<file path="src/include/mtc_defs.vh">
`ifndef MTC_DEFS_VH
`define MTC_DEFS_VH

// Register indices; byte address is four times the index
`define MTC_IDX_CTRL_CH4      8'h53
`define MTC_IDX_CTRL_CH5      8'h54
`define MTC_IDX_CTRL_CH6      8'h55
`define MTC_IDX_CODE_CH4      8'h5B
`define MTC_IDX_CODE_CH5      8'h5C
`define MTC_IDX_UPPER_CH4     8'h63
`define MTC_IDX_UPPER_CH5     8'h64
`define MTC_IDX_LOWER_CH4     8'h6B
`define MTC_IDX_LOWER_CH5     8'h6C
`define MTC_IDX_STATUS        8'h70
`define MTC_IDX_APPLIED_CH4   8'h71
`define MTC_IDX_APPLIED_CH5   8'h72

// Control register fields
`define MTC_CTRL_EN_BIT       2
`define MTC_CTRL_SEL_MSB      1
`define MTC_CTRL_SEL_LSB      0
`define MTC_CTRL_WIDTH        3

// Midpoint select encodings
`define MTC_MID_1V25          2'h0
`define MTC_MID_1V00          2'h1
`define MTC_MID_0V80          2'h2
`define MTC_MID_0V60          2'h3

// Status register fields, per channel nibble
`define MTC_ST_ACTIVE_BIT     0
`define MTC_ST_CLAMP_BIT      1
`define MTC_ST_FAULT_BIT      2
`define MTC_ST_NIBBLE         4

// Reset values
`define MTC_RST_CTRL          3'h0
`define MTC_RST_CODE          8'h7F
`define MTC_RST_UPPER         8'hFF
`define MTC_RST_LOWER         8'h00

// Bus constants
`define MTC_HRESP_OKAY        1'b0
`define MTC_IDX_NONE          8'h00

`endif

</file>
<file path="src/rtl/mtc_trim_chan.v">
`timescale 1ns/1ps
`include "mtc_defs.vh"
module mtc_trim_chan #(
  parameter CODE_W = 8
) (
  // Clock and reset
  input  wire              hclk,
  input  wire              hresetn,
  // Channel settings
  input  wire              enable,
  input  wire [CODE_W-1:0] code,
  input  wire [CODE_W-1:0] upper,
  input  wire [CODE_W-1:0] lower,
  // Applied output
  output reg  [CODE_W-1:0] eff_code,
  output reg               active,
  output reg               clamped,
  output reg               fault
);

  reg  [CODE_W-1:0] next_eff_code;
  wire              limit_bad;
  wire              over;
  wire              under;

  assign limit_bad = (lower > upper);
  assign over      = (code > upper);
  assign under     = (code < lower);

  always @* begin
    next_eff_code = code;
    // upper clamp
    if (over) begin
      next_eff_code = upper;
    // lower clamp
    end else if (under) begin
      next_eff_code = lower;
    end
  end

  always @(posedge hclk or negedge hresetn) begin
    if (!hresetn) begin
      eff_code <= `MTC_RST_CODE;
      active   <= 1'b0;
      clamped  <= 1'b0;
      fault    <= 1'b0;
    end else begin
      eff_code <= next_eff_code;
      // enable gate, R06 inverted limits disable
      active   <= enable & ~limit_bad;
      clamped  <= over | under;
      fault    <= limit_bad;
    end
  end

endmodule // mtc_trim_chan

</file>
<file path="src/rtl/mtc_ahb_if.v">
`timescale 1ns/1ps
`include "mtc_defs.vh"
module mtc_ahb_if (
  // Clock and reset
  input  wire        hclk,
  input  wire        hresetn,
  // AHB-Lite slave
  input  wire        hsel,
  input  wire [31:0] haddr,
  input  wire [1:0]  htrans,
  input  wire        hwrite,
  input  wire [2:0]  hsize,
  input  wire [31:0] hwdata,
  input  wire        hready,
  output reg         hreadyout,
  output reg  [31:0] hrdata,
  output reg         hresp,
  // Register side
  output wire        wr_en,
  output wire [7:0]  wr_data,
  output wire [7:0]  reg_idx,
  input  wire [7:0]  rd_data
);

  localparam ST_IDLE  = 3'b001;
  localparam ST_WRITE = 3'b010;
  localparam ST_READ  = 3'b100;

  reg  [2:0] state;
  reg  [7:0] idx;
  wire       accept;
  wire       aligned;

  // Only whole words are served, so hsize is not examined
  assign accept  = hsel & htrans[1] & hready;
  assign aligned = (haddr[31:10] == 22'h00_0000) && (haddr[1:0] == 2'h0);
  assign wr_en   = (state == ST_WRITE);
  assign wr_data = hwdata[7:0];
  assign reg_idx = idx;

  always @(posedge hclk or negedge hresetn) begin
    if (!hresetn) begin
      state     <= ST_IDLE;
      idx       <= `MTC_IDX_NONE;
      hreadyout <= 1'b1;
      hrdata    <= 32'h0000_0000;
      hresp     <= `MTC_HRESP_OKAY;
    end else begin
      hresp <= `MTC_HRESP_OKAY;
      case (state)
        ST_IDLE, ST_WRITE: begin
          if (accept) begin
            // Misaligned or out-of-range lands on an unused index
            idx       <= aligned ? haddr[9:2] : `MTC_IDX_NONE;
            state     <= hwrite ? ST_WRITE : ST_READ;
            hreadyout <= hwrite;
          end else begin
            state <= ST_IDLE;
          end
        end
        ST_READ: begin
          // One wait state so a read sees a write just completed
          hrdata    <= {24'h00_0000, rd_data};
          hreadyout <= 1'b1;
          state     <= ST_IDLE;
        end
        default: begin
          state     <= ST_IDLE;
          hreadyout <= 1'b1;
        end
      endcase
    end
  end

endmodule // mtc_ahb_if

</file>
<file path="src/rtl/mtc_top.v">
// Overview of operation
// Control bit 2 enables the channel output; inactive while clear.
// Control bits 1:0 pick midpoint voltage 1.25, 1.0, 0.8 or 0.6 V.
// Each channel has a read/write 8-bit code; 0x7F is the midpoint. Only channels 4 and 5 have a code register here.
// A code above the upper limit applies the upper limit instead.
// A code below the lower limit applies the lower limit instead.
// Lower limit above upper limit holds the channel output disabled.
// Control bits 7:3 ignore writes and read back as zero.
//
// The AHB-Lite register port was decided locally.
`timescale 1ns/1ps
`include "mtc_defs.vh"
module mtc_top #(
  parameter CODE_W = 8
) (
  // Clock and reset
  input  wire              hclk,
  input  wire              hresetn,
  // AHB-Lite slave
  input  wire              hsel,
  input  wire [31:0]       haddr,
  input  wire [1:0]        htrans,
  input  wire              hwrite,
  input  wire [2:0]        hsize,
  input  wire [31:0]       hwdata,
  input  wire              hready,
  output wire              hreadyout,
  output wire [31:0]       hrdata,
  output wire              hresp,
  // Channel 4 trim output
  output wire [CODE_W-1:0] ch4_trim_code,
  output wire              ch4_trim_output_enable,
  output wire [1:0]        ch4_midpoint_select,
  // Channel 5 trim output
  output wire [CODE_W-1:0] ch5_trim_code,
  output wire              ch5_trim_output_enable,
  output wire [1:0]        ch5_midpoint_select,
  // Channel 6 control only
  output wire              ch6_trim_output_enable,
  output wire [1:0]        ch6_midpoint_select
);

  localparam NCH = 2;

  // Register storage, index 0 is channel 4
  reg  [`MTC_CTRL_WIDTH-1:0] trim_ctrl [0:NCH];
  reg  [CODE_W-1:0]          trim_code_bits [0:NCH-1];
  reg  [CODE_W-1:0]          upper_limit [0:NCH-1];
  reg  [CODE_W-1:0]          lower_limit [0:NCH-1];

  wire [CODE_W-1:0]          eff_code [0:NCH-1];
  wire [NCH-1:0]             ch_active;
  wire [NCH-1:0]             ch_clamped;
  wire [NCH-1:0]             ch_fault;

  wire                       wr_en;
  wire [7:0]                 wr_data;
  wire [7:0]                 reg_idx;
  reg  [7:0]                 rd_data;
  integer                    k;

  mtc_ahb_if u_bus (
    .hclk      (hclk),
    .hresetn   (hresetn),
    .hsel      (hsel),
    .haddr     (haddr),
    .htrans    (htrans),
    .hwrite    (hwrite),
    .hsize     (hsize),
    .hwdata    (hwdata),
    .hready    (hready),
    .hreadyout (hreadyout),
    .hrdata    (hrdata),
    .hresp     (hresp),
    .wr_en     (wr_en),
    .wr_data   (wr_data),
    .reg_idx   (reg_idx),
    .rd_data   (rd_data)
  );

  // Register writes; unmapped indices are dropped silently
  always @(posedge hclk or negedge hresetn) begin
    if (!hresetn) begin
      for (k = 0; k <= NCH; k = k + 1) begin
        trim_ctrl[k] <= `MTC_RST_CTRL;
      end
      for (k = 0; k < NCH; k = k + 1) begin
        trim_code_bits[k] <= `MTC_RST_CODE;
        upper_limit[k]    <= `MTC_RST_UPPER;
        lower_limit[k]    <= `MTC_RST_LOWER;
      end
    end else if (wr_en) begin
      case (reg_idx)
        // drop upper bits
        `MTC_IDX_CTRL_CH4:  trim_ctrl[0] <= wr_data[`MTC_CTRL_WIDTH-1:0];
        `MTC_IDX_CTRL_CH5:  trim_ctrl[1] <= wr_data[`MTC_CTRL_WIDTH-1:0];
        `MTC_IDX_CTRL_CH6:  trim_ctrl[2] <= wr_data[`MTC_CTRL_WIDTH-1:0];
        // code registers, then the upper and lower limit registers
        `MTC_IDX_CODE_CH4:  trim_code_bits[0] <= wr_data;
        `MTC_IDX_CODE_CH5:  trim_code_bits[1] <= wr_data;
        `MTC_IDX_UPPER_CH4: upper_limit[0] <= wr_data;
        `MTC_IDX_UPPER_CH5: upper_limit[1] <= wr_data;
        `MTC_IDX_LOWER_CH4: lower_limit[0] <= wr_data;
        `MTC_IDX_LOWER_CH5: lower_limit[1] <= wr_data;
        default: begin
        end
      endcase
    end
  end

  // Read mux; unmapped and reserved bits read zero
  always @* begin
    rd_data = 8'h00;
    case (reg_idx)
      // zero upper bits
      `MTC_IDX_CTRL_CH4:    rd_data = {5'h00, trim_ctrl[0]};
      `MTC_IDX_CTRL_CH5:    rd_data = {5'h00, trim_ctrl[1]};
      `MTC_IDX_CTRL_CH6:    rd_data = {5'h00, trim_ctrl[2]};
      `MTC_IDX_CODE_CH4:    rd_data = trim_code_bits[0];
      `MTC_IDX_CODE_CH5:    rd_data = trim_code_bits[1];
      `MTC_IDX_UPPER_CH4:   rd_data = upper_limit[0];
      `MTC_IDX_UPPER_CH5:   rd_data = upper_limit[1];
      `MTC_IDX_LOWER_CH4:   rd_data = lower_limit[0];
      `MTC_IDX_LOWER_CH5:   rd_data = lower_limit[1];
      `MTC_IDX_STATUS:      rd_data = {1'b0, ch_fault[1], ch_clamped[1], ch_active[1],
                                       1'b0, ch_fault[0], ch_clamped[0], ch_active[0]};
      `MTC_IDX_APPLIED_CH4: rd_data = eff_code[0];
      `MTC_IDX_APPLIED_CH5: rd_data = eff_code[1];
      default:              rd_data = 8'h00;
    endcase
  end

  genvar g;
  generate
    for (g = 0; g < NCH; g = g + 1) begin : g_chan
      mtc_trim_chan #(
        .CODE_W (CODE_W)
      ) u_chan (
        .hclk     (hclk),
        .hresetn  (hresetn),
        // enable bit
        .enable   (trim_ctrl[g][`MTC_CTRL_EN_BIT]),
        .code     (trim_code_bits[g]),
        .upper    (upper_limit[g]),
        .lower    (lower_limit[g]),
        .eff_code (eff_code[g]),
        .active   (ch_active[g]),
        .clamped  (ch_clamped[g]),
        .fault    (ch_fault[g])
      );
    end
  endgenerate

  assign ch4_trim_code          = eff_code[0];
  assign ch4_trim_output_enable = ch_active[0];
  // midpoint select
  assign ch4_midpoint_select    = trim_ctrl[0][`MTC_CTRL_SEL_MSB:`MTC_CTRL_SEL_LSB];
  assign ch5_trim_code          = eff_code[1];
  assign ch5_trim_output_enable = ch_active[1];
  assign ch5_midpoint_select    = trim_ctrl[1][`MTC_CTRL_SEL_MSB:`MTC_CTRL_SEL_LSB];
  // Channel 6 limits live elsewhere, so only its enable and midpoint select are passed on
  assign ch6_trim_output_enable = trim_ctrl[2][`MTC_CTRL_EN_BIT];
  assign ch6_midpoint_select    = trim_ctrl[2][`MTC_CTRL_SEL_MSB:`MTC_CTRL_SEL_LSB];

endmodule // mtc_top

</file>
<file path="config.mk">
export PLATFORM = sky130hd
export DESIGN_NAME = mtc_top
export DESIGN_NICKNAME = d
export VERILOG_FILES = /design/src/rtl/mtc_trim_chan.v /design/src/rtl/mtc_ahb_if.v /design/src/rtl/mtc_top.v
export VERILOG_INCLUDE_DIRS = /design/src /design/src/include
export SDC_FILE = /design/constraint.sdc
export NUM_CORES = 1
export LEC_CHECK = 0
export ABC_AREA = 1
export BUFFER_PORTS_ARGS = -buffer_cell sky130_fd_sc_hd__buf_4
export CELL_PAD_IN_SITES_DETAIL_PLACEMENT = 1
export CELL_PAD_IN_SITES_GLOBAL_PLACEMENT = 2
export CORE_ASPECT_RATIO = 1.1
export CORE_MARGIN = 3
export CORE_UTILIZATION = 34
export CTS_BUF_LIST = sky130_fd_sc_hd__clkbuf_4 sky130_fd_sc_hd__clkbuf_8 sky130_fd_sc_hd__clkbuf_16
export CTS_CLUSTER_SIZE = 16
export DETAILED_ROUTE_END_ITERATION = 16
export GPL_ROUTABILITY_DRIVEN = 0
export MAX_ROUTING_LAYER = met4
export PLACE_DENSITY = 0.93
export RECOVER_POWER = 100
export SLEW_MARGIN = 15
export SYNTH_ARGS = -nofsm -noshare
export SYNTH_HDL_FRONTEND = slang
export SYNTH_SLANG_ARGS = --single-unit
</file>
<file path="constraint.sdc">
create_clock -name hclk -period 3.1 [get_ports hclk]
set_input_delay 0 -clock hclk [delete_from_list [all_inputs] [get_ports hclk]]
set_output_delay 0 -clock hclk [all_outputs]
set_load 0.1 [all_outputs]
</file>
# Yosys cells after proc, flatten, opt, wreduce, memory -nomap -nowiden
# Cells that the tools add are included.
[op_classes] magnitude_cmp=6 n_eq_ne=16 bitwise=8 n_mux=11 n_reduce_logical=14
[ops] operator="8-bit by 7-bit equality test with 1-bit output (second input constant)" n=12
[ops] operator="8-bit one-hot mux with 12 select lines" n=1
[ops] operator="8-bit 2-to-1 mux" n=5
[ops] operator="8-bit greater-than comparator" n=4
[ops] operator="22-bit zero test" n=1
[ops] operator="2-bit AND reduction" n=10
[ops] operator="8-bit < comparator" n=2
[ops] operator="3-bit 2-to-1 mux" n=3
[ops] operator="1-bit AND" n=4
[ops] operator="3-bit by 1-bit equality test with 1-bit output (second input constant)" n=1
[ops] operator="3-bit by 2-bit equality test with 1-bit output (second input constant)" n=1
[ops] operator="3-bit equality test (second input constant)" n=1
[ops] operator="2-bit zero test" n=1
[ops] operator="1-bit 2-to-1 mux" n=2
[ops] operator="2-bit by 1-bit != test with 1-bit output (second input constant)" n=1
[ops] operator="1-bit inverter" n=2
[ops] operator="1-bit bitwise OR" n=2
[ops] operator="2-bit OR reduction" n=1
[ops] operator="1-bit logical AND" n=1
[totals] inputBits=74 register_bits=99 output_inout_bits=59

# Longest topological paths before layout
# Gate-level depths: netlist of run 1.
[logic_depth] word_depth=4 mapped_depth=11 ltp_nobuf=11

# By module
# A second synthesis of run 1 with hierarchy kept.
[unflattened] hier_cells=869 hier_area_um2=6708.9
[modules_own_cells] module="mtc_top" n_inst=1 area_each_um2=3256.9 cells_each=438
[modules_own_cells] module="mtc_trim_chan" n_inst=2 area_each_um2=1104.8 cells_each=152
[modules_own_cells] module="mtc_ahb_if" n_inst=1 area_each_um2=1242.4 cells_each=127

# Worst setup path after synthesis of run 1
# Ideal clock, no wire load.
[synth_path] kind="reg2reg" start="register upper_limit[7] (netlist bit)" end="register g_chan[1].u_chan.eff_code[7]" synth_period_minus_slack_ps=1740 n_path_buf=0 path_slack_ps=1360 arrival_time_ps=1621 stages_incl_launch_ff=10 cell_sequence="dfstp_2 > inv_1 > ha_1 > a21oi_1 > o21a_1 > nand2_1 > nand2_1 > inv_1 > nand2_1 > nand2_1"
[synth_via] elab_chain_len=2
[synth_rtl] element="from (decl)" line="mtc_top.v:48" source="reg [CODE_W-1:0] upper_limit [0:NCH-1];"
[synth_rtl] element="from (signal, indexed assignment)" line="mtc_top.v:89" source="upper_limit[k] <= `MTC_RST_UPPER;"
[synth_rtl] element="8-bit greater-than comparator" line="mtc_trim_chan.v:27" source="assign over = (code > upper);"
[synth_rtl] element="8-bit 2-to-1 mux (*)" line="mtc_trim_chan.v:33" source="if (over) begin"
[synth_rtl] element="via g_chan[1].u_chan.next_eff_code[7]" line="mtc_trim_chan.v:21" source="reg [CODE_W-1:0] next_eff_code;"
[synth_rtl] element="to (signal assigned)" line="mtc_trim_chan.v:43" source="eff_code <= `MTC_RST_CODE;"
[synth_rtl] element="to (signal assigned)" line="mtc_trim_chan.v:48" source="eff_code <= next_eff_code;"
[synth_rtl] element="to (decl)" line="mtc_trim_chan.v:15" source="output reg [CODE_W-1:0] eff_code,"
# The timed path passes the listed nets; every way through them passes the cells marked *.
# A chain may end at the register's enable or synchronous reset.

# Worst setup path in the final report of run 1
[layout_path] start="register u_bus.idx[7], in the netlist u_bus.reg_idx[7]" end="register trim_code_bits[14] (netlist bit)"
[layout_via] elab_chain_len=2
[layout_rtl] element="from (decl)" line="mtc_ahb_if.v:30" source="reg [7:0] idx;"
[layout_rtl] element="from (signal assigned)" line="mtc_ahb_if.v:44" source="idx <= `MTC_IDX_NONE;"
[layout_rtl] element="from (signal assigned)" line="mtc_ahb_if.v:54" source="idx <= aligned ? haddr[9:2] : `MTC_IDX_NONE;"
[layout_rtl] element="8-bit by 7-bit equality test with 1-bit output" line="mtc_top.v:93" source="case (reg_idx)"
[layout_rtl] element="2-bit AND reduction (no line)"
[layout_rtl] element="to (signal, indexed assignment)" line="mtc_top.v:88" source="trim_code_bits[k] <= `MTC_RST_CODE;"
[layout_rtl] element="to (decl)" line="mtc_top.v:47" source="reg [CODE_W-1:0] trim_code_bits [0:NCH-1];"
# No other way between the ends.

==> summary.txt, run 1 <==
Outcome
  • Status: finished with violations
  • Violated checks: capacitance limit, slew limit

Finish
  • Non-filler cells, final: 1,132
  • # diodes: 0
  • Syn-to-layout area delta: 14.0%
  • Most frequent cells in the layout: nand2_1, nand3_1, inv_1, o21ai_0, dfrtp_1
  • NumNets Final: 1,009
  • Share of layout cells above drive strength 1: 14.8%
  • Commonest non-fill, non-tap cell in the layout: nand2_1

STA
  • Crit path time final: 2.37 ns
  • Final worst slack: 0.730 ns
  • Fmax: 422 MHz
  • Unrepaired setup endpoints after global routing: false
  • Worst slew margin: -15.7%
  • Setup TNS Final: 0 ns
  • Period utilisation layout: 76.4%
  • Setup violations, final: 0
  • Post-Route Skew: 0.0103 ns
  • Final number of max-transition violations: 67
  • Worst slew pin tran: 1.74 ns
  • Final Hold Vio Count: 0

Critical path
  • Critical path required time: 3.36 ns
  • FF-to-FF End: trim_code_bits[14]
  • Beginning of the worst register-to-register path: u_bus.reg_idx[7]
  • Crit Path Max Fanout: 30
  • Crit path DAT: 2.63 ns
  • R2R setup slack: 0.73 ns
  • CP Launch Type: flip-flop
  • Slowest-stage cell, CP: nor2_4
  • Kind of critical path: reg -> reg
  • Max stage delay on crit path: 0.66 ns
  • CP top delay family: simple AND/OR/NAND/NOR gates
  • Buf+Inv Stages, Crit Path: 1
  • R2r worst-path depth: 5
  • Worst setup EP type: flip-flop
  • Crit-path cells: inv_1 -> nand2_1 -> nor2_4 -> nand3_1 -> o21ai_0

Route
  • Routed len/inst: 16.3 um
  • Top routing layer in use: met4
  • First-pass DRT Iterations: 4
  • Via count: 5,552
  • DRT antenna net count: 0
  • Routed wl met2: 9060 um
  • Met3 WL post-DR: 794 um
  • Post-route DRC: 0
  • M1 WL: 8310 um
  • First DRT Iteration DRCs: 272
  • Via density: 4.90
  • Final WL: 18,500 um

Placed design
  • Port buffer count: 79
  • Cells after DPL: 1,104
  • Dpl hpwl: 14,100 um
  • Worst slack, placed: 0.936 ns

Worst hold path
  • Hold path depth: 3
  • Hold EP: lower_limit[3]
  • Hold Crit Class: in -> reg
  • Startpoint of the worst hold path: hwdata[3]

Synth
  • FF+latch count, synth: 99
  • Post-Synth XOR/XNOR Area: 0%
  • Post-synth top area share: 21.1%
  • Synth Area in Simple Gates: 30.9%
  • Sequential share of the synthesized area: 40.4%
  • Warnings, synthesis: 0
  • Syn_area_per_cell: 7.84 um2
  • Synth unique cells: 34
  • Cell Area, Synth: 6280 um2
  • Area contributors post-synth: dfrtp_1, dfstp_2, nand2_1, ha_1, nand3_1
  • Adder-Cell Fraction of Synth Area: 9.16%
  • Syn Inst Count: 801
  • Compound-Gate Fraction of Synth Area: 9.12%
  • Largest family of logic cells by synthesized area: simple AND/OR/NAND/NOR gates
  • Multiplexer share of the synthesized area: 0%
  • Synth area leader: dfrtp_1

Power
  • Clock power frac: 41.5%
  • NetSw: 0.696 mW
  • Sequential Power Share: 48.7%
  • Power density cells: 374 nW/um2
  • Sw frac: 26.0%
  • Leakage: 4.04 nW
  • VDD IR max: 0.303 mV
  • Pint: 1.98 mW
  • Combinational Power Share: 9.9%

Floorplan
  • Die area: 20,100 um2
  • Io pins: 133
  • Core area: 17,900 um2
  • Starting Density: 35.0%
  • Chip height: 149 um
  • Std-Cell Rows: 51
  • Die width: 136 um

CTS
  • H-tree Lvls: 3
  • CTS Buf Count: 9
  • Post-CTS setup repair buffer count: 0
  • TritonCTS clock tree: done
  • Clock sinks: 99
  • Reg clk slew, reported paths: 0.07 ns
  • Worst-skew pair later-pin latency: 0.36 ns
  • Bufs on Longest Clock Path: 2
  • CTS Root Buffer Type: clkbuf_16

GRT
  • Total GRT Usage: 19.9%
  • Vias in the first global route: 5,893
  • GR Overflow Total: 0
  • First-pass GRT wire length: 30,700 um
  • Largest net degree at the start of global routing: 67
  • Antenna violations before repair: 0

Job
  • Max_cap viols: 1
[cells in the mapped netlist (all sizes together)]
cell	number
o21a	5
inv	85
clkbuf	2
ha	46
dfstp	46
o21ai	67
nor2	57
o22ai	7
dfrtp	53
a21oi	24
buf	42
conb	1
nor4	2
nand3b	3
a31oi	1
nand2	236
nand3	117
nor3	3
nand4	3
nor2b	1
[power groups by stage]
stage	Combinational (mW)	Sequential, mW	Clock, mW
after floorplan	0.184	1.34	0
after global placement	0.257	1.32	0
after detailed placement	0.260	1.32	0
after CTS	0.272	1.30	1.15
after global routing	0.282	1.30	1.20
final	0.265	1.30	1.11
[flip-flops by register name (all words and copies together), names as in the netlist]
register	count
ch4_midpoint_select	2
ch5_midpoint_select	2
ch6_midpoint_select	2
ch6_trim_output_enable	1
g_chan.u_chan.active	2
g_chan.u_chan.clamped	2
g_chan.u_chan.eff_code	16
g_chan.u_chan.fault	2
lower_limit	16
trim_code_bits	16
trim_ctrl	2
u_bus.hrdata	8
u_bus.hreadyout	1
u_bus.reg_idx	8
u_bus.state	3
upper_limit	16
[how the worst max path moves through the flow]
stage	to	cells after the start	startpoint	slack (ns)
5_1_grt	trim_code_bits[13]	5	u_bus.reg_idx[7]	0.42
6_report	trim_code_bits[14]	5	u_bus.reg_idx[7]	0.73
2_1_floorplan	g_chan[1].u_chan.eff_code[7]	9	upper_limit[7]	1.36
4_1_cts	g_chan[1].u_chan.eff_code[7]	9	upper_limit[7]	0.92
3_5_place_dp	g_chan[1].u_chan.eff_code[7]	9	upper_limit[7]	0.94
3_3_place_gp	g_chan[1].u_chan.eff_code[7]	9	upper_limit[7]	0.99
[metrics by stage]
stage	hold WS, ns	utilization [%]	power, mW	cell area, um2
after detailed placement	0.179	38.9	1.58	6980
after floorplan	-0.296	-	1.52	6370
after CTS	0.0120	41.2	2.73	7390
after global routing	0.00187	39.9	2.79	7160
final	0.00432	39.9	2.68	7160
after global placement	0.165	38.9	1.58	6980
[tightest hold or removal path, cell delays in order]
cell and delay (ns):
buf_4 0.07, inv_1 0.10, o21ai_2 0.15
[routing by layer]
| metal | track usage (%) | vias to the layer above |
|---|---|---|
| li1 | - | 2736 |
| met5 | - | - |
| met4 | 4.79 | 0 |
| met3 | 3.04 | 19 |
| met1 | 25.1 | 2662 |
| met2 | 33.8 | 135 |
[repair_timing]
action / in CTS / in global routing
gates resized for setup: 0 / 0
endpoints found under the hold margin: 45 / 0
hold buffers: 12 / 0
endpoints found under the setup margin: 0 / 0
[layout make-up]
type | instances | area [um2]
clock buffer | 14 | 282
tap | 238 | 298
timing repair buffer | 97 | 621
multi-input combinational | 597 | 3100
clock inverter | 2 | 10.0
fill | 2227 | 10800
sequential | 99 | 2530
inverter | 85 | 322
[kinds of logic (layout without fill, tap and decap cells)]
group / after synthesis / after routing
AO/OA/AOI/OAI: 104 / 104
adder cells (fa/ha/maj): 46 / 46
buffers and inverters: 129 / 198
flip-flops: 99 / 99
other: 1 / 25
AND/OR/NAND/NOR: 422 / 422
No activity file was read; power rests on OpenSTA's default activity.
==> run 2, diff against run 1 <==
--- a/config.mk
+++ b/config.mk
@@ -12,13 +12,13 @@
 export CELL_PAD_IN_SITES_GLOBAL_PLACEMENT = 2
 export CORE_ASPECT_RATIO = 1.1
 export CORE_MARGIN = 3
-export CORE_UTILIZATION = 34
+export CORE_UTILIZATION = 32
 export CTS_BUF_LIST = sky130_fd_sc_hd__clkbuf_4 sky130_fd_sc_hd__clkbuf_8 sky130_fd_sc_hd__clkbuf_16
 export CTS_CLUSTER_SIZE = 16
 export DETAILED_ROUTE_END_ITERATION = 16
 export GPL_ROUTABILITY_DRIVEN = 0
 export MAX_ROUTING_LAYER = met4
-export PLACE_DENSITY = 0.93
+export PLACE_DENSITY = 0.88
 export RECOVER_POWER = 100
 export SLEW_MARGIN = 15
 export SYNTH_ARGS = -nofsm -noshare
==> constraint.sdc (replaced) <==
create_clock -name hclk -period 2.4 [get_ports hclk]
set_input_delay 0 -clock hclk [delete_from_list [all_inputs] [get_ports hclk]]
set_output_delay 0 -clock hclk [all_outputs]
set_load 0.1 [all_outputs]
==> summary.txt, run 2 (same netlist as run 1, synthesis figures left out) <==
Critical path
  • FF-to-FF End: g_chan[0].u_chan.eff_code[2]
  • R2r worst-path depth: 8 (+3)
  • Crit Path Max Fanout: 9 (-70%)
  • Kind of critical path: reg -> reg
  • Critical path required time: 2.69 ns (-0.67 ns)
  • CP Launch Type: flip-flop
  • R2R setup slack: 0.38 ns (-0.35 ns)
  • Worst setup EP type: flip-flop
  • Crit path DAT: 2.31 ns (-0.32 ns)
  • Beginning of the worst register-to-register path: lower_limit[15]

Floorplan
  • Starting Density: 32.8% (-2.3 points)
  • Core area: 19,200 um2 (+6.9%)
  • Chip height: 153 um (+3.0%)
  • Die area: 21,400 um2 (+6.0%)
  • Io pins: 133 (unchanged)
  • Die width: 140 um (+2.9%)
  • Std-Cell Rows: 53 (+3.9%)

Placed design
  • Worst slack, placed: 0.477 ns (-0.459 ns)
  • Dpl hpwl: 14,300 um (+1.8%)
  • Port buffer count: 79 (unchanged)

STA
  • Worst slew pin tran: 1.24 ns (-0.495 ns)
  • Setup violations, final: 0 (unchanged)
  • Fmax: 495 MHz (+17%)
  • Post-Route Skew: 0.00896 ns (-0.00136 ns)
  • Period utilisation layout: 84.2% (+7.7 points)
  • Setup TNS Final: 0 ns (unchanged)
  • Final number of max-transition violations: 0 (-100%)
  • Crit path time final: 2.02 ns (-0.349 ns)
  • Worst slew margin: 17.2% (+33 points)
  • Final Hold Vio Count: 0 (unchanged)
  • Unrepaired setup endpoints after global routing: false
  • Final worst slack: 0.380 ns (-0.351 ns)

GRT
  • First-pass GRT wire length: 30,200 um (-1.7%)
  • GR Overflow Total: 0 (unchanged)
  • Total GRT Usage: 18.1% (-1.8 points)
  • Largest net degree at the start of global routing: 55 (-18%)
  • Antenna violations before repair: 0 (unchanged)
  • Vias in the first global route: 5,662 (-3.9%)

CTS
  • CTS Root Buffer Type: clkbuf_16
  • TritonCTS clock tree: done
  • Reg clk slew, reported paths: 0.07 ns (about the same)
  • CTS Buf Count: 9 (unchanged)
  • Worst-skew pair later-pin latency: 0.35 ns (about the same)
  • H-tree Lvls: 3 (unchanged)
  • Cts repair resizes: 0 (unchanged)
  • Clock sinks: 99 (unchanged)
  • Bufs on Longest Clock Path: 2 (unchanged)

Route
  • Via count: 5,526 (-0.47%)
  • Post-route DRC: 0 (unchanged)
  • Routed len/inst: 16.2 um (-0.50%)
  • Final WL: 18,600 um (+0.64%)
  • First DRT Iteration DRCs: 281 (+3.3%)
  • Via density: 4.83 (-1.6%)
  • First-pass DRT Iterations: 4 (unchanged)
  • DRT antenna net count: 0 (unchanged)

Finish
  • Share of layout cells above drive strength 1: 15.8% (+1.0 points)
  • # diodes: 0 (unchanged)
  • NumNets Final: 1,013 (+0.40%)
  • Syn-to-layout area delta: 15.2%
  • Fill count: 2,395 (+7.5%)
  • Area occupied by multi-input gates: 3130 um2 (+1.0%)
  • Register Area: 2530 um2 (unchanged)
  • Most frequent cells in the layout: nand2_1, nand3_1, inv_1, o21ai_0, dfrtp_1
  • Commonest non-fill, non-tap cell in the layout: nand2_1

Worst hold path
  • Hold EP: lower_limit[4]
  • Startpoint of the worst hold path: hwdata[4]
  • Hold Crit Class: in -> reg
  • Hold path depth: 3 (unchanged)

Outcome
  • Status: completed

Power
  • Power density cells: 472 nW/um2 (+26%)
  • Leakage: 4.04 nW (+0.17%)
  • VDD IR max: 0.320 mV (+5.8%)

Job
  • Max_cap viols: 0 (-1)
==> run 2: critical path: stages, from the launching register on <==
cell	delay (ns)
dfrtp_1	0.42
inv_1	0.09
ha_1	0.31
a21oi_1	0.17
o21a_1	0.35
nand2_1	0.30
nand2_1	0.13
nand3_1	0.09
nand2_1	0.10
==> run 2: metrics by stage <==
step	hold WS (ns)	power, mW	instance area, um2	util, %	cells
6_report	0.0252	3.42	7240	37.8	1145
5_1_grt	0.0476	3.56	7240	37.8	1145
4_1_cts	0.0256	3.47	7430	38.8	1145
3_5_place_dp	0.0704	2.05	7030	36.7	1117
3_3_place_gp	0.0571	2.05	7030	36.7	1117
2_1_floorplan	-0.296	1.96	6370	-	825
==> run 2: worst max-delay path by stage <==
stage / from / endpoint / slack (ns) / cells past startpoint
3_5_place_dp: upper_limit[15] / g_chan[0].u_chan.eff_code[2] / 0.48 / 10
5_1_grt: u_bus.state[0] / u_bus.hreadyout / 0.15 / 7
2_1_floorplan: upper_limit[7] / g_chan[1].u_chan.eff_code[7] / 0.66 / 9
4_1_cts: upper_limit[15] / g_chan[0].u_chan.eff_code[2] / 0.46 / 10
6_report: lower_limit[15] / g_chan[0].u_chan.eff_code[2] / 0.38 / 8
3_3_place_gp: upper_limit[15] / g_chan[0].u_chan.eff_code[2] / 0.48 / 10
==> run 2: metal layers <==
metal / GRT usage (%) / routed length [um] / vias up
li1: - / - / 2740
met1: 23.2 / 8300 / 2630
met2: 29.9 / 9050 / 136
met3: 3.00 / 982 / 20
met4: 4.94 / 249 / 0
met5: - / 0 / -
==> run 2: layout make-up <==
| cell class | count | area share, % |
|---|---|---|
| clock buffers | 11 | 3.49 |
| clock inverters | 5 | 0.380 |
| inverters | 85 | 4.44 |
| multi-input cells | 597 | 43.2 |
| flip-flops and latches | 99 | 35.0 |
| well taps | 247 | 4.27 |
| repair buffers | 101 | 9.21 |
==> run 2: power breakdown <==
| group | internal (mW) | switching, mW | leakage, nW |
|---|---|---|---|
| Sequential | 1.68 | 0.00338 | 1.06 |
| Clock | 0.753 | 0.639 | 0.141 |
| Combinational | 0.0720 | 0.273 | 2.85 |
==> run 2: repair_timing <==
item                                    in CTS  in global routing
hold endpoints to repair                    40                  0
endpoints found under the setup margin       0                  0
setup buffers                                0                  0
hold buffers                                12                  0
